$ cat config.mk
export PLATFORM = sky130hd
export DESIGN_NAME = card_serial
export DESIGN_NICKNAME = d
export VERILOG_FILES = /design/src/card_cfg_pkg.sv /design/src/card_serial.sv /design/src/in_sync3.sv /design/src/tick_divider.sv
export SDC_FILE = /design/constraint.sdc
export NUM_CORES = 1
export LEC_CHECK = 0
export BUFFER_PORTS_ARGS = -buffer_cell sky130_fd_sc_hd__buf_4
export CAP_MARGIN = 20
export CORE_MARGIN = 10
export CORE_UTILIZATION = 50
export DETAILED_ROUTE_END_ITERATION = 8
export PLACE_DENSITY = 0.79
export REMOVE_ABC_BUFFERS = 1
export SLEW_MARGIN = 15
export SYNTH_ARGS = -nofsm -noshare
export SYNTH_HDL_FRONTEND = slang
export SYNTH_SLANG_ARGS = --single-unit
$ cat constraint.sdc
create_clock -name clk -period 3.9 [get_ports clk]
set_input_delay 0.78 -clock clk [delete_from_list [all_inputs] [get_ports clk]]
set_output_delay 0.78 -clock clk [all_outputs]
set_load 0.01 [all_outputs]
$ cat src/card_cfg_pkg.sv
`default_nettype none
package card_cfg_pkg;
  // register map, one byte each
  localparam logic [2:0] ADDR_FORMAT = 3'h0;
  localparam logic [2:0] ADDR_MODE = 3'h1;
  localparam logic [2:0] ADDR_DIVISOR = 3'h2;
  localparam logic [2:0] ADDR_STATUS = 3'h3;
  localparam logic [2:0] ADDR_CLEAR = 3'h4;
  localparam logic [2:0] ADDR_ENABLE = 3'h5;
  localparam logic [2:0] ADDR_TXDATA = 3'h6;
  localparam logic [2:0] ADDR_RXDATA = 3'h7;
  // serial_format_config fields
  localparam int GSM_BIT = 7;
  localparam int BLOCK_BIT = 6;
  localparam int PAR_EN_BIT = 5;
  localparam int PAR_ODD_BIT = 4;
  localparam int BCP_LSB = 2;
  localparam int CKS_LSB = 0;
  // card_mode_register fields
  localparam int MODE_SEL_BIT = 0;
  localparam int CLK_STOP_BIT = 1;
  // status / clear / enable layout
  localparam int ST_TX_END = 0;
  localparam int ST_RX_FULL = 1;
  localparam int ST_PARITY_ERR = 2;
  localparam int ST_OVERRUN = 3;
  localparam logic [7:0] FORMAT_RESET = 8'h00;
  localparam logic [7:0] MODE_RESET = 8'h00;
  localparam logic [7:0] DIVISOR_RESET = 8'h00;
  localparam logic [3:0] STATUS_RESET = 4'h0;
  // basic clock cycles per bit
  localparam logic [8:0] S_32 = 9'h020;
  localparam logic [8:0] S_64 = 9'h040;
  localparam logic [8:0] S_372 = 9'h174;
  localparam logic [8:0] S_256 = 9'h100;
  localparam logic [8:0] S_NORMAL = 9'h010;
  // prescaler shift per clock select code
  localparam logic [2:0] PRE_SHIFT_0 = 3'h0;
  localparam logic [2:0] PRE_SHIFT_1 = 3'h2;
  localparam logic [2:0] PRE_SHIFT_2 = 3'h4;
  localparam logic [2:0] PRE_SHIFT_3 = 3'h6;
  // frame positions, in bit times from the start bit
  localparam logic [3:0] ETU_PARITY = 4'h9;
  localparam logic [3:0] ETU_ERRSIG = 4'ha;
  localparam logic [3:0] GSM_END_ETU = 4'hb;
  localparam logic [3:0] STD_END_ETU = 4'hc;
  typedef enum logic [1:0] {TX_IDLE = 2'b00, TX_SHIFT = 2'b01} tx_state_t;
  typedef enum logic [1:0] {RX_IDLE = 2'b00, RX_DATA = 2'b01, RX_ERRSIG = 2'b10} rx_state_t;
endpackage
`default_nettype wire

$ cat src/card_serial.sv
// Function
// card mode select decides whether format bits 7..2 carry card meanings
// clock select 00 gives undivided clock, 10 gives clock divided by 16
// gsm timing sets transmit end flag 11.0 bit times after frame start
// gsm timing also enables the card clock output stop control
// format bit 6 selects block transfer, else character transfer
// parity enable appends parity on transmit and checks it on receive
// software must set parity enable before card mode transfers
// parity mode bit 4 selects even (0) or odd (1) parity
// bit cycle code picks 32, 64, 372 or 256 basic cycles per bit
//
// The plain strobed port and the register addresses were left to the implementer.
`timescale 1ns/10ps
`default_nettype none
module card_serial (
  input wire logic clk,
  input wire logic rst,
  input wire logic ce,
  input wire logic [2:0] addr,
  input wire logic [7:0] wdata,
  input wire logic wr,
  input wire logic rd,
  output logic [7:0] rdata,
  input wire logic rxd,
  output logic txd,
  output logic card_clk,
  output logic irq
);
  import card_cfg_pkg::*;

  logic [7:0] format_reg;
  logic [7:0] mode_reg;
  logic [7:0] divisor_reg;
  logic [3:0] status_reg;
  logic [3:0] enable_reg;
  logic [7:0] rx_data_reg;
  logic card_mode, gsm_mode, block_mode, par_en, par_odd, clk_stop;
  logic [8:0] s_count;
  logic [2:0] pre_shift;
  logic btick;
  logic rx_sync;
  logic [3:0] status_set;

  ////////////////////////////////////////////////////////////////////////////
  function automatic logic [8:0] bit_cycles(input logic card, input logic [1:0] code);
    logic [8:0] s;
    s = S_NORMAL;
    if (card) begin
      case (code)
        2'b00: s = S_32;
        2'b01: s = S_64;
        2'b10: s = S_372;
        2'b11: s = S_256;
        default: s = S_32;
      endcase
    end
    return s;
  endfunction

  function automatic logic [2:0] shift_of(input logic [1:0] code);
    logic [2:0] r;
    case (code)
      2'b00: r = PRE_SHIFT_0;
      2'b01: r = PRE_SHIFT_1;
      2'b10: r = PRE_SHIFT_2;
      2'b11: r = PRE_SHIFT_3;
      default: r = PRE_SHIFT_0;
    endcase
    return r;
  endfunction

  // parity bit that makes the count of ones even, or odd when asked
  function automatic logic parity_of(input logic [7:0] d, input logic odd);
    return (^d) ^ odd;
  endfunction

  ////////////////////////////////////////////////////////////////////////////
  // field decode; card meanings only apply with card mode selected
  assign card_mode = mode_reg[MODE_SEL_BIT];
  assign gsm_mode = card_mode && format_reg[GSM_BIT];
  assign block_mode = card_mode && format_reg[BLOCK_BIT];
  assign par_en = format_reg[PAR_EN_BIT];
  assign par_odd = format_reg[PAR_ODD_BIT];
  assign clk_stop = gsm_mode && mode_reg[CLK_STOP_BIT];
  assign s_count = bit_cycles(card_mode, format_reg[BCP_LSB+1:BCP_LSB]);
  assign pre_shift = shift_of(format_reg[CKS_LSB+1:CKS_LSB]);

  tick_divider #(.CNT_W(16)) u_div (
    .clk(clk),
    .rst(rst),
    .ce(ce),
    .shift(pre_shift),
    .divisor(divisor_reg),
    .tick(btick)
  );

  in_sync3 #(.RESET_VAL(1'b1)) u_rx_sync (
    .clk(clk),
    .rst(rst),
    .ce(ce),
    .d(rxd),
    .q(rx_sync)
  );

  ////////////////////////////////////////////////////////////////////////////
  // card clock: one toggle per basic tick; a stop only holds it low
  always_ff @(posedge clk or posedge rst) begin
    if (rst) begin
      card_clk <= 1'b0;
    end else if (ce) begin
      if (!card_mode) begin
        card_clk <= 1'b0;
      end else if (btick && !(clk_stop && !card_clk)) begin
        card_clk <= ~card_clk;
      end
    end
  end

  ////////////////////////////////////////////////////////////////////////////
  // transmitter
  tx_state_t tx_state;
  logic [7:0] tx_shift_reg;
  logic [8:0] tx_sub_reg;
  logic [3:0] tx_etu_reg;
  logic tx_etu_end, tx_line, tx_load, tx_done;
  logic [3:0] tx_end_etu;

  assign tx_load = wr && (addr == ADDR_TXDATA) && (tx_state == TX_IDLE);
  assign tx_etu_end = btick && (tx_sub_reg == s_count - 9'h001);
  assign tx_end_etu = gsm_mode ? GSM_END_ETU : STD_END_ETU;
  assign tx_done = (tx_state == TX_SHIFT) && tx_etu_end && (tx_etu_reg + 4'h1 == tx_end_etu);

  always_ff @(posedge clk or posedge rst) begin
    if (rst) begin
      tx_state <= TX_IDLE;
      tx_shift_reg <= 8'h00;
      tx_sub_reg <= 9'h000;
      tx_etu_reg <= 4'h0;
    end else if (ce) begin
      case (tx_state)
        TX_IDLE: begin
          if (tx_load) begin
            tx_state <= TX_SHIFT;
            tx_shift_reg <= wdata;
            tx_sub_reg <= 9'h000;
            tx_etu_reg <= 4'h0;
          end
        end
        TX_SHIFT: begin
          if (tx_done) begin
            tx_state <= TX_IDLE;
          end else if (tx_etu_end) begin
            tx_sub_reg <= 9'h000;
            tx_etu_reg <= tx_etu_reg + 4'h1;
          end else if (btick) begin
            tx_sub_reg <= tx_sub_reg + 9'h001;
          end
        end
        default: tx_state <= TX_IDLE;
      endcase
    end
  end

  // start, eight data bits lsb first, parity, then idle high
  always_comb begin
    tx_line = 1'b1;
    if (tx_state == TX_SHIFT) begin
      if (tx_etu_reg == 4'h0) begin
        tx_line = 1'b0;
      end else if (tx_etu_reg < ETU_PARITY) begin
        tx_line = tx_shift_reg[3'(tx_etu_reg - 4'h1)];
      end else if (tx_etu_reg == ETU_PARITY && par_en) begin
        tx_line = parity_of(tx_shift_reg, par_odd); // see
      end
    end
  end

  ////////////////////////////////////////////////////////////////////////////
  // receiver
  rx_state_t rx_state;
  logic [7:0] rx_shift_reg;
  logic [8:0] rx_sub_reg;
  logic [3:0] rx_etu_reg;
  logic rx_prev_reg, rx_mid, rx_etu_end, rx_start;
  logic rx_last_bit, rx_par_bad, err_drive;

  assign rx_start = rx_prev_reg && !rx_sync;
  assign rx_mid = btick && (rx_sub_reg == {1'b0, s_count[8:1]} - 9'h001);
  assign rx_etu_end = btick && (rx_sub_reg == s_count - 9'h001);
  assign rx_last_bit = par_en ? (rx_etu_reg == ETU_PARITY) : (rx_etu_reg == 4'h8);
  assign rx_par_bad = par_en && (rx_sync != parity_of(rx_shift_reg, par_odd));
  assign err_drive = (rx_state == RX_ERRSIG) && (rx_etu_reg == ETU_ERRSIG);

  always_ff @(posedge clk or posedge rst) begin
    if (rst) begin
      rx_prev_reg <= 1'b1;
    end else if (ce) begin
      rx_prev_reg <= rx_sync;
    end
  end

  always_ff @(posedge clk or posedge rst) begin
    if (rst) begin
      rx_state <= RX_IDLE;
      rx_shift_reg <= 8'h00;
      rx_sub_reg <= 9'h000;
      rx_etu_reg <= 4'h0;
    end else if (ce) begin
      if (rx_etu_end) begin
        rx_sub_reg <= 9'h000;
        rx_etu_reg <= rx_etu_reg + 4'h1;
      end else if (btick) begin
        rx_sub_reg <= rx_sub_reg + 9'h001;
      end
      case (rx_state)
        RX_IDLE: begin
          if (rx_start) begin
            rx_state <= RX_DATA;
            rx_sub_reg <= 9'h000;
            rx_etu_reg <= 4'h0;
          end
        end
        RX_DATA: begin
          if (rx_mid) begin
            if (rx_etu_reg == 4'h0 && rx_sync) begin
              rx_state <= RX_IDLE;
            end else if (rx_etu_reg != 4'h0 && rx_etu_reg < ETU_PARITY) begin
              rx_shift_reg <= {rx_sync, rx_shift_reg[7:1]};
            end
            if (rx_last_bit) begin
              // character transfer answers bad parity with a low error pulse
              rx_state <= (rx_par_bad && card_mode && !block_mode) ? RX_ERRSIG : RX_IDLE;
            end
          end
        end
        RX_ERRSIG: begin
          if (rx_etu_end && rx_etu_reg == ETU_ERRSIG) begin
            rx_state <= RX_IDLE;
          end
        end
        default: rx_state <= RX_IDLE;
      endcase
    end
  end

  always_ff @(posedge clk or posedge rst) begin
    if (rst) begin
      txd <= 1'b1;
    end else if (ce) begin
      txd <= tx_line && !err_drive;
    end
  end

  ////////////////////////////////////////////////////////////////////////////
  // events; a set in the cycle of a clear wins
  logic rx_done;
  assign rx_done = (rx_state == RX_DATA) && rx_mid && rx_last_bit;

  always_comb begin
    status_set = 4'h0;
    status_set[ST_TX_END] = tx_done;
    status_set[ST_RX_FULL] = rx_done;
    status_set[ST_PARITY_ERR] = rx_done && rx_par_bad;
    status_set[ST_OVERRUN] = rx_done && status_reg[ST_RX_FULL];
  end

  always_ff @(posedge clk or posedge rst) begin
    if (rst) begin
      status_reg <= STATUS_RESET;
    end else if (ce) begin
      if (wr && addr == ADDR_CLEAR) begin
        status_reg <= (status_reg & ~wdata[3:0]) | status_set;
      end else begin
        status_reg <= status_reg | status_set;
      end
    end
  end

  always_ff @(posedge clk or posedge rst) begin
    if (rst) begin
      rx_data_reg <= 8'h00;
    end else if (ce && rx_done) begin
      // without parity the last data bit is shifted in on this very edge
      rx_data_reg <= par_en ? rx_shift_reg : {rx_sync, rx_shift_reg[7:1]};
    end
  end

  assign irq = |(status_reg & enable_reg);

  ////////////////////////////////////////////////////////////////////////////
  // register port
  always_ff @(posedge clk or posedge rst) begin
    if (rst) begin
      format_reg <= FORMAT_RESET;
      mode_reg <= MODE_RESET;
      divisor_reg <= DIVISOR_RESET;
      enable_reg <= STATUS_RESET;
    end else if (ce && wr) begin
      case (addr)
        ADDR_FORMAT: format_reg <= wdata;
        ADDR_MODE: mode_reg <= {6'h00, wdata[1:0]};
        ADDR_DIVISOR: divisor_reg <= wdata;
        ADDR_ENABLE: enable_reg <= wdata[3:0];
        default: ;
      endcase
    end
  end

  always_ff @(posedge clk or posedge rst) begin
    if (rst) begin
      rdata <= 8'h00;
    end else if (ce) begin
      rdata <= 8'h00;
      if (rd) begin
        case (addr)
          ADDR_FORMAT: rdata <= format_reg;
          ADDR_MODE: rdata <= mode_reg;
          ADDR_DIVISOR: rdata <= divisor_reg;
          ADDR_STATUS: rdata <= {4'h0, status_reg};
          ADDR_ENABLE: rdata <= {4'h0, enable_reg};
          ADDR_TXDATA: rdata <= tx_shift_reg;
          ADDR_RXDATA: rdata <= rx_data_reg;
          default: rdata <= 8'h00;
        endcase
      end
    end
  end

  ////////////////////////////////////////////////////////////////////////////
  normal_bit_a: assert property (@(posedge clk) disable iff (rst)
    !card_mode |-> (s_count == S_NORMAL && !gsm_mode && !block_mode))
    else $error("normal mode must ignore card fields");

  clock_select_a: assert property (@(posedge clk) disable iff (rst)
    (format_reg[1:0] == 2'b10) |-> (pre_shift == 3'h4))
    else $error("clock select 10 must divide by 16");

  clock_undiv_a: assert property (@(posedge clk) disable iff (rst)
    (format_reg[1:0] == 2'b00 && divisor_reg == 8'h00 && ce) |-> btick)
    else $error("clock select 00 must not divide");

  gsm_end_a: assert property (@(posedge clk) disable iff (rst)
    (tx_done && gsm_mode) |-> (tx_etu_reg == 4'ha && tx_sub_reg == s_count - 9'h001))
    else $error("gsm end flag not at 11.0 bit times");

  end_flag_a: assert property (@(posedge clk) disable iff (rst)
    (tx_done && ce) |=> status_reg[ST_TX_END])
    else $error("transmit end flag not set");

  clock_stop_a: assert property (@(posedge clk) disable iff (rst)
    (clk_stop && !card_clk && card_mode) |=> !card_clk)
    else $error("card clock ran while stopped");

  block_no_err_a: assert property (@(posedge clk) disable iff (rst)
    (block_mode && rx_done && ce && rx_par_bad) |=> (rx_state != RX_ERRSIG))
    else $error("error signal sent in block mode");

  parity_out_a: assert property (@(posedge clk) disable iff (rst)
    (tx_state == TX_SHIFT && tx_etu_reg == ETU_PARITY && !par_en) |-> tx_line)
    else $error("parity bit sent while disabled");

  parity_sense_a: assert property (@(posedge clk) disable iff (rst)
    (tx_state == TX_SHIFT && tx_etu_reg == ETU_PARITY && par_en)
      |-> (tx_line == ((^tx_shift_reg) ^ par_odd)))
    else $error("parity sense wrong");

  cycles_372_a: assert property (@(posedge clk) disable iff (rst)
    (card_mode && format_reg[3:2] == 2'b10) |-> (s_count == 9'h174))
    else $error("bit cycle code 10 must give 372");
endmodule
`default_nettype wire

$ cat src/in_sync3.sv
`timescale 1ns/10ps
`default_nettype none
module in_sync3 #(
  parameter logic RESET_VAL = 1'b1
) (
  input wire logic clk,
  input wire logic rst,
  input wire logic ce,
  input wire logic d,
  output logic q
);
  logic s1_reg, s2_reg, s3_reg;
  // the first stage feeds only the second; a change counts once stages two and three agree
  always_ff @(posedge clk or posedge rst) begin
    if (rst) begin
      s1_reg <= RESET_VAL;
      s2_reg <= RESET_VAL;
      s3_reg <= RESET_VAL;
      q <= RESET_VAL;
    end else if (ce) begin
      s1_reg <= d;
      s2_reg <= s1_reg;
      s3_reg <= s2_reg;
      if (s2_reg == s3_reg) begin
        q <= s3_reg;
      end
    end
  end
endmodule
`default_nettype wire

$ cat src/tick_divider.sv
`timescale 1ns/10ps
`default_nettype none
module tick_divider #(
  parameter int CNT_W = 16
) (
  input wire logic clk,
  input wire logic rst,
  input wire logic ce,
  input wire logic [2:0] shift,
  input wire logic [7:0] divisor,
  output logic tick
);
  logic [CNT_W-1:0] cnt_reg;
  logic [CNT_W-1:0] last;
  // the longest period, 256 << 7 clocks, needs 15 counter bits
  if (CNT_W < 15) begin : g_width_check
    $error("tick_divider needs CNT_W of at least 15");
  end
  // period is (divisor + 1) << shift input clocks
  assign last = CNT_W'((({7'h00, divisor} + 15'h0001) << shift) - 15'h0001);
  assign tick = ce && (cnt_reg >= last);
  always_ff @(posedge clk or posedge rst) begin
    if (rst) begin
      cnt_reg <= '0;
    end else if (ce) begin
      cnt_reg <= tick ? '0 : cnt_reg + 1'b1;
    end
  end
endmodule
`default_nettype wire
==> metrics.csv, run 1 <==
stage;metric;value;unit
routing;drtAntennaViolNets;0;
clocking;htreeDepth;3;
logic_synthesis;synth_top_area_share;35.65;%
critical_path;crit_arrival;4.53;ns
global_route;first_global_vias;6182;
logic_synthesis;synth_top_area_cell;dfrtp_1;
sta;rsz0062_at_grt;true;
routing;via_per_inst;6.064;
logic_synthesis;synth_area_leaders;dfrtp_1, mux2_2, ha_1;
sta;fin_worst_skew;0.01187;ns
placement;dp_slack;-0.5977;ns
floorplanning;core-area;0.01442;mm^2
final_layout;fin_area;0.009121;mm^2
logic_synthesis;synth_cell_types;82;
routing;drt_iter0_markers;424;
global_route;antenna_found_initial;0;
final_layout;fillers;1054;
global_route;grt_max_degree;69;
placement;place_area;0.008215;mm^2
clocking;cts_buffers;9;
logic_synthesis;seq_area_frac_synth;37.81;%
global_route;overflow;0;
hold_path;min_path_cells;1;
routing;wl_per_cell;18.52;um
hold_path;min_path_type;reg2reg;
power;p_per_area;513.7;mW/mm^2
sta;max_freq;0.2334;GHz
critical_path;critPathMaxStageDelay;0.42;ns
critical_path;rr_startpoint;divisor_reg[4];
outcome;status;finished, violations left;
critical_path;start_kind;flop;
sta;fin_crit;4.285;ns
logic_synthesis;yosys_warnings;0;
logic_synthesis;synth.ff_latch_count;110;
critical_path;crit_required;4.14;ns
routing;first_pass_iters;5;
critical_path;path_buf_inv;3;
final_layout;drive_gt1_share;32.29;%
floorplanning;die_area;0.01983;mm^2
placement;dp_hpwl;12840;um
critical_path;timing.critical_path.mode_cell;buf_4;
hold_path;min_from;rdata[7];
sta;setup_ws;-0.3850;ns
clocking;cts_tree;built;
logic_synthesis;postSynth.asyncResetShare;100.0;%
global_route;grt_use_total;18.28;%
final_layout;syn_to_final_growth;24.96;%
critical_path;crit_fanout;5;
critical_path;path_cells;and4_1 > nand4_1 > xnor2_2 > buf_4 > o211ai_1 > nor4b_4 > buf_4 > nand2_2 > xnor2_1 > ha_1 > nand4_1 > nor3_2 > buf_4 > a211oi_4 > and3_4 > nor4_4 > and2_4 > mux2_1;
logic_synthesis;netlist_area;0.007300;mm^2
routing;drc;0;
final_layout;multiInputGateArea;0.004591;mm^2
outcome;violations;negative setup slack;
floorplanning;rows;44;
logic_synthesis;synthFlopType;dfrtp_1;
routing;routed_wl;19410;um
logic_synthesis;synth_edf_count;0;
sta;finalSetupViolCount;60;
floorplanning;ios;28;
logic_synthesis;syn_area_per_cell;9.785;um^2
critical_path;end_kind;flop;
floorplanning;initial_core_util;50.61;%
logic_synthesis;synth_cells;746;
final_layout;nets;907;
sta;maxSlewViolCount;0;
sta;hold_viol;0;
clocking;clock-root-buffer;clkbuf_16;
run;drv_cap;0;
logic_synthesis;synth_common_cells;dfrtp_1, mux2_2, nor2_1;
floorplanning;die_x;140.8;um
sta;fin_setup_tns;-16.48;ns
critical_path;regToRegEndpoint;rx_data_reg[1];
critical_path;cpMaxStageDelayCell;dfrtp_2;
logic_synthesis;yosysMostFrequentCell;dfrtp_1;
placement;numPortBuffers;27;
final_layout;largest_reg_flops;16;
critical_path;worstRegToRegCells;18;
clocking;clkLatencyLatePin;0.36;ns
clocking;clockBufferDepth;2;
critical_path;path_class;reg2reg;
sta;slew_headroom;31.20;%
placement;gp_congestion;0.8678;
clocking;clk_pin_slew_worst_paths;0.08;ns
power;leakage;4.074;nW
critical_path;reg2reg_slack;-0.38;ns
hold_path;worstHoldEndpoint;rdata[7];
sta;hold_ws;0.4975;ns
global_route;grt_pass1_wl;30530;um
final_layout;diodes;0;
final_layout;register_area;0.002763;mm^2
sta;fin_crit_sh;109.9;%
sta;worst_pin_slew;1.018;ns
routing;vias;6355;
clocking;clock_sinks;110;
floorplanning;die_h;140.8;um
critical_path;critPathTopFamily;simple AND/OR/NAND/NOR gates;
power;vdd_ir_drop_max;0.2588;mV
==> cell usage in the layout (no fill, tap or decap), types with 13 or more instances in the layout <==
| cell type | count |
|---|---|
| buf_4 | 116 |
| ha_1 | 30 |
| xnor2_1 | 38 |
| and3_1 | 13 |
| nand2_1 | 50 |
| xor2_1 | 20 |
| a21oi_1 | 35 |
| nand4_1 | 14 |
| dfrtp_1 | 102 |
| inv_1 | 21 |
| mux2_2 | 53 |
| nand3_1 | 37 |
| buf_6 | 17 |
| nor2_1 | 49 |
| o21ai_0 | 17 |
==> per-layer routing <==
metal	global-route usage [%]	routed length, um	share of wire (%)	up-vias
li1	-	-	-	2977
met5	0	0	0	-
met1	23.06	8322	43	3110
met3	3.258	963	5.0	44
met4	7.228	588	3.0	0
met2	30.27	9538	49	224
==> stage by stage <==
step	cells	utilization, %	power (W)
2_1_floorplan	711	-	0.002668
3_3_place_gp	1005	56.96	0.003317
3_5_place_dp	1005	56.96	0.003384
4_1_cts	1036	60.83	0.004481
5_1_grt	1048	63.24	0.004924
6_report	1048	63.24	0.004686
==> how the worst max path moves through the flow <==
stage                        start             end  slack (ns)  depth (start not counted)
finish              divisor_reg[4]  rx_data_reg[1]       -0.38                         18
global route        divisor_reg[2]   rx_sub_reg[8]       -0.54                         22
CTS                 divisor_reg[2]  rx_data_reg[1]       -0.19                         18
detailed placement  divisor_reg[0]  rx_data_reg[7]       -0.60                         17
global placement    divisor_reg[0]  rx_data_reg[7]       -0.43                         17
floorplan           divisor_reg[0]   rx_sub_reg[8]       -0.56                         16
==> power by group <==
part	switching, W	internal [W]
registers	0.000265	0.00132
logic	0.00107	0.00106
clock network	0.000503	0.000472
total	0.00183	0.00285
==> logic make-up (layout without fill, tap and decap cells) <==
family,Yosys count,count (layout),share of synthesized area [%]
fa+ha+maj,31,31,5.314
compound gates,159,159,15.17
mux,78,78,12.60
buf+inv,60,177,3.497
xor+xnor,63,63,7.662
simple gates,245,246,17.95
flops,110,110,37.81
==> area by class of cell <==
class,count,area share [%]
Timing Repair Buffer,136,12.30
Clock buffer,9,2.469
Multi-Input combinational cell,577,50.33
Inverter,25,1.056
Tap cell,184,2.524
Clock inverter,7,1.029
Sequential cell,110,30.29
==> worst register-to-register path, cell delays in order, from the launching register on <==
cell and delay [ns]:
dfrtp_2 0.42, and4_1 0.24, nand4_1 0.19, xnor2_2 0.20, buf_4 0.14, o211ai_1 0.23, nor4b_4 0.33, buf_4 0.18
nand2_2 0.06, xnor2_1 0.12, ha_1 0.29, nand4_1 0.19, nor3_2 0.17, buf_4 0.17, a211oi_4 0.06, and3_4 0.24
nor4_4 0.33, and2_4 0.26, mux2_1 0.34
==> timing repair <==
item,CTS,global route
hold buffers,0,0
gates resized for setup,30,58
pin swaps,19,36
setup endpoints to repair,66,64
buffers inserted,14,13
gates cloned,1,1
Power figures use the tool's default switching activity.
==> inputs of run 2 (changes only) <==
- GPL_TIMING_DRIVEN: unset -> 0
==> run 2 against run 1 <==
  * The flow still finishes with violations (negative setup slack)
  * Combinational power is 7% lower
  * Routed wire length is 2.1% lower
  * Power decreased by 4.3%
  * Flip-flop and latch count did not move
  * Critical endpoint is now rx_data_reg[4]
==> metrics.csv, run 2 (same netlist as run 1, synthesis figures left out) <==
stage;metric;value;unit
outcome;status;finished, violations left;
outcome;violations;negative setup slack;
critical_path;path_cells;and4_4 > nand4_1 > xnor2_2 > a211o_1 > nor4b_4 > and4_1 > a41oi_2 > ha_1 > nand4_1 > buf_6 > nor3_4 > o311ai_4 > and3_4 > nor4_4 > and2_4 > mux2_4;
power;p_per_area;502.5;mW/mm^2
routing;routed_wl;19000;um
sta;worst_pin_slew;0.9481;ns
power;internal_power;0.002701;W
clocking;clkLatencyLatePin;0.37;ns
final_layout;drive_gt1_share;30.82;%
clocking;cts_buffers;9;
floorplanning;die_area;0.01983;mm^2
critical_path;timing.critical_path.mode_cell;nand4_1;
sta;hold_ws;0.3691;ns
final_layout;postLayoutCoreUtil;61.88;%
run;drv_cap;0;
global_route;first_global_vias;5967;
clocking;clockBufferDepth;2;
critical_path;rr_startpoint;divisor_reg[5];
global_route;antenna_found_initial;0;
power;p_sw;0.001783;W
hold_path;min_path_type;in2async;
critical_path;cpMaxStageDelayCell;dfrtp_2;
final_layout;largest_reg_flops;16;
placement;place_inst;925;
sta;hold_viol;0;
critical_path;start_kind;flop;
power;p_seq_share;35.7;%
global_route;grt_use_total;18.18;%
sta;slew_headroom;36.40;%
routing;vias;6178;
routing;via_per_inst;6.147;
clocking;cts_tree;built;
sta;setup_ws;-0.4978;ns
clocking;clk_pin_slew_worst_paths;0.08;ns
sta;fin_worst_skew;0.01147;ns
sta;rsz0062_at_grt;true;
power;switching_share;39.76;%
floorplanning;initial_core_util;50.61;%
placement;numPortBuffers;27;
floorplanning;die_x;140.8;um
critical_path;crit_arrival;4.65;ns
floorplanning;die_h;140.8;um
critical_path;critPathMaxStageDelay;0.44;ns
critical_path;worstRegToRegCells;16;
critical_path;end_kind;flop;
global_route;grt_max_degree;86;
final_layout;layout_commonest_cell;dfrtp_1;
final_layout;nets;864;
critical_path;regToRegEndpoint;rx_data_reg[4];
global_route;overflow;0;
final_layout;final_cell_mix;dfrtp_1, buf_4, mux2_2;
global_route;grt_pass1_wl;30290;um
clocking;clock_sinks;110;
critical_path;path_class;reg2reg;
power;leakage;3.844;nW
floorplanning;ios;28;
sta;maxSlewViolCount;0;
sta;fin_crit_sh;112.8;%
power;vdd_ir_drop_max;0.2616;mV
power;p_comb_share;43.8;%
routing;drc;0;
placement;dp_hpwl;11710;um
floorplanning;core-area;0.01442;mm^2
final_layout;diodes;0;
critical_path;crit_required;4.16;ns
clocking;htreeDepth;3;
sta;fin_crit;4.398;ns
routing;drtAntennaViolNets;0;
clocking;clock-root-buffer;clkbuf_16;
routing;wl_per_cell;18.90;um
power;clkPwrFrac;20.4;%
critical_path;crit_fanout;5;
sta;finalSetupViolCount;66;
routing;drt_iter0_markers;485;
floorplanning;rows;44;
sta;max_freq;0.2274;GHz
final_layout;fillers;1085;
final_layout;fin_cells;1005;
routing;first_pass_iters;5;
placement;gp_congestion;0.8293;
critical_path;reg2reg_slack;-0.50;ns
final_layout;syn_to_final_growth;22.28;%
## run 2: changes by cell type in the layout (fill, tap and decap cells not counted), sizes merged
| cell | before | now |
|---|---|---|
| clkinv | 5 | 4 |
| inv | 27 | 26 |
| clkinvlp | 0 | 1 |
| buf | 135 | 92 |
| o21ai | 32 | 33 |
## run 2: through the flow
step | power [W] | instance area, um^2 | setup TNS (ns) | setup slack (ns)
4_1_cts | 0.004252 | 8476 | -10.61 | -0.3104
3_3_place_gp | 0.002983 | 7571 | -188.08 | -1.622
6_report | 0.004485 | 8926 | -23.60 | -0.4978
5_1_grt | 0.004748 | 8926 | -37.24 | -0.7086
3_5_place_dp | 0.003047 | 7635 | -70.45 | -1.386
2_1_floorplan | 0.002668 | 7138 | -17.61 | -0.5619
## run 2: routing by layer
metal	vias to the layer above	routed length, um	global-route usage (%)
met5	-	0	0
met4	0	661	6.957
met3	44	755	3.964
met2	218	9355	29.88
met1	3033	8223	22.77
li1	2883	-	-
## run 2: area by class of cell
type	count	area, um^2	area share [%]
multi-input combinational	578	4746	53.17
inverter	25	101.3	1.135
clock inverter	6	61.31	0.6869
timing repair buffer	92	784.5	8.789
clock buffer	10	229.0	2.565
tap	184	230.2	2.579
sequential	110	2774	31.08
## run 2: repair_timing
action / 4_1_cts / 5_1_grt
hold buffers: 0 / 0
cloned: 3 / 1
gates resized for setup: 68 / 50
pin swaps: 32 / 42
setup endpoints to repair: 66 / 66
buffers inserted: 34 / 26
## run 2: worst max-delay path: cells and delay by family, from the launching register on
| kind | cells | cell delay [ns] |
|---|---|---|
| simple gates | 9 | 2.29 |
| mux | 1 | 0.32 |
| xor+xnor | 1 | 0.23 |
| compound gates | 3 | 0.53 |
| buf+inv | 1 | 0.15 |
| flops | 1 | 0.44 |
| fa+ha+maj | 1 | 0.32 |
## run 2: power by group through the flow
stage,Combinational [W],Clock (W),Sequential (W)
final,0.00197,0.000917,0.00160
after global routing,0.00215,0.000961,0.00163
after CTS,0.00174,0.000927,0.00159
after detailed placement,0.00142,0,0.00162
after global placement,0.00137,0,0.00161
after floorplan,0.00113,0,0.00154
## run 2: worst max path at each step
| stage | start | cells after the start | endpoint |
|---|---|---|---|
| 4_1_cts | divisor_reg[5] | 16 | rx_data_reg[4] |
| 2_1_floorplan | divisor_reg[0] | 16 | rx_sub_reg[8] |
| 5_1_grt | divisor_reg[2] | 19 | tx_sub_reg[5] |
| 3_3_place_gp | format_reg[1] | 16 | rx_sub_reg[8] |
| 3_5_place_dp | format_reg[1] | 16 | tx_sub_reg[3] |
| 6_report | divisor_reg[5] | 16 | rx_data_reg[4] |
==> inputs of run 3 (changes only) <==
- CORE_ASPECT_RATIO: unset -> 0.8
==> run 3 against run 2 <==
  * The flow still finishes with violations (negative setup slack)
  * Clock power increased by 8.8%
  * Register-to-register slack better by 0.02 ns
  * Non-clock buffer count shrank 15
  * Clock skew fell by 0.0046 ns
  * Via count decreased by 1.2%
  * Critical path depth increased by 1
  * Routed wire length is 0.36% lower
  * Design area fell by 2.4%
  * Largest power group unchanged
==> metrics.csv, run 3 (same netlist as run 1, synthesis figures left out) <==
stage;metric;value;unit
routing;drt_iter0_markers;586;
critical_path;path_class;reg2reg;
sta;hold_viol;0;
placement;gp_congestion;0.8685;
global_route;overflow;0;
sta;fin_crit;4.382;ns
global_route;antenna_found_initial;0;
floorplanning;initial_core_util;51.05;%
sta;fin_worst_skew;0.006862;ns
clocking;clock_sinks;110;
critical_path;crit_arrival;4.63;ns
routing;drc;0;
final_layout;drive_gt1_share;27.95;%
power;vdd_ir_drop_max;0.2624;mV
floorplanning;rows;39;
hold_path;min_path_type;in2async;
placement;numPortBuffers;27;
sta;fin_crit_sh;112.4;%
floorplanning;die_x;155.1;um
final_layout;nets;848;
clocking;clk_pin_slew_worst_paths;0.08;ns
sta;rsz0062_at_grt;true;
clocking;clkLatencyLatePin;0.37;ns
sta;max_freq;0.2282;GHz
placement;dp_hpwl;11810;um
final_layout;diodes;0;
global_route;grt_use_total;18.50;%
clocking;htreeDepth;3;
sta;setup_ws;-0.4821;ns
floorplanning;die_h;128.1;um
run;drv_cap;0;
clocking;cts_buffers;9;
power;leakage;3.759;nW
final_layout;fin_cells;989;
floorplanning;core-area;0.01430;mm^2
routing;vias;6104;
critical_path;end_kind;flop;
critical_path;crit_required;4.15;ns
power;p_per_area;512.8;mW/mm^2
floorplanning;die_area;0.01986;mm^2
final_layout;layout_commonest_cell;dfrtp_1;
global_route;grt_max_degree;86;
outcome;violations;negative setup slack;
final_layout;largest_reg_flops;16;
sta;slew_headroom;33.32;%
final_layout;syn_to_final_growth;19.30;%
critical_path;crit_fanout;7;
clocking;clockBufferDepth;2;
routing;drtAntennaViolNets;0;
clocking;clock-root-buffer;clkbuf_16;
critical_path;start_kind;flop;
final_layout;fillers;1127;
sta;finalSetupViolCount;66;
power;p_total;0.004466;W
placement;place_inst;925;
global_route;first_global_vias;5819;
global_route;grt_pass1_wl;30400;um
sta;worst_pin_slew;0.9941;ns
routing;via_per_inst;6.172;
routing;routed_wl;18930;um
sta;maxSlewViolCount;0;
routing;wl_per_cell;19.14;um
routing;first_pass_iters;5;
outcome;status;finished, violations left;
floorplanning;ios;28;
final_layout;final_cell_mix;dfrtp_1, buf_4, mux2_2;
clocking;cts_tree;built;
clocking;hold_buffers;0;
[run 3: cell type report]
type	instances	area, um^2	share of cell area [%]
clock buffers	9	225.2	2.586
flip-flops and latches	110	2774	31.85
well taps	184	230.2	2.644
multi-input cells	577	4602	52.84
clock inverters	7	106.4	1.221
repair buffers	77	669.4	7.687
inverters	25	101.3	1.164
[run 3: metrics by stage]
step	hold slack [ns]	TNS (ns)	setup slack (ns)	util (%)	cell area (um^2)
finish	0.3539	-23.40	-0.4821	60.91	8708
floorplan	0.4522	-17.61	-0.5619	-	7138
detailed placement	0.4751	-73.38	-1.467	53.38	7632
global route	0.3605	-33.68	-0.6364	60.91	8708
CTS	0.3614	-12.51	-0.3349	59.80	8549
global placement	0.4707	-189.35	-1.679	52.95	7571
[run 3: worst paths after layout]
| path | start | to | slack (ns) | depth (start not counted) |
|---|---|---|---|---|
| max | divisor_reg[4] | tx_sub_reg[8] | -0.48 | 17 |
| min | rst | rdata[1] | 0.35 | 2 |
| max reg2reg | divisor_reg[4] | tx_sub_reg[8] | -0.48 | 17 |
| min reg2reg | rdata[3] | rdata[3] | 0.50 | 1 |
| max in group asynchronous | rst | txd | 2.84 | 3 |
| min in group clk | rdata[3] | rdata[3] | 0.50 | 1 |
[run 3: repair_timing]
item                                    CTS  global route
endpoints found under the setup margin   66            66
pin swaps                                42            10
resized for setup                        75            15
cloned                                    1             0
setup buffers                            35            12
[run 3: layer usage]
metal | global-route usage [%] | wire, um | vias to the layer above
met2 | 27.95 | 8773 | 206
met3 | 5.131 | 1207 | 38
met1 | 25.03 | 8590 | 2996
met4 | 6.212 | 356 | 0
li1 | - | - | 2864
met5 | 0 | 0 | -
[run 3: worst max-delay path, cell delays in order, from the launching register on]
cell and delay, ns:
dfrtp_2 0.43, and4_1 0.22, nand4_1 0.19, xnor2_2 0.23, a211o_1 0.32, nor4b_4 0.36
buf_4 0.18, nand4_1 0.12, ha_1 0.35, nand4_1 0.25, nor3_4 0.29, a211oi_2 0.13
and3_4 0.25, buf_4 0.16, o31a_1 0.34, nor2_4 0.25, buf_4 0.16, nor3_2 0.03
[run 3: where the power goes]
group          internal [W]  total [W]  switching (W)
logic              0.000861    0.00186       0.000995
clock network      0.000520   0.000998       0.000478
registers           0.00133    0.00161       0.000286
total               0.00271    0.00447        0.00176
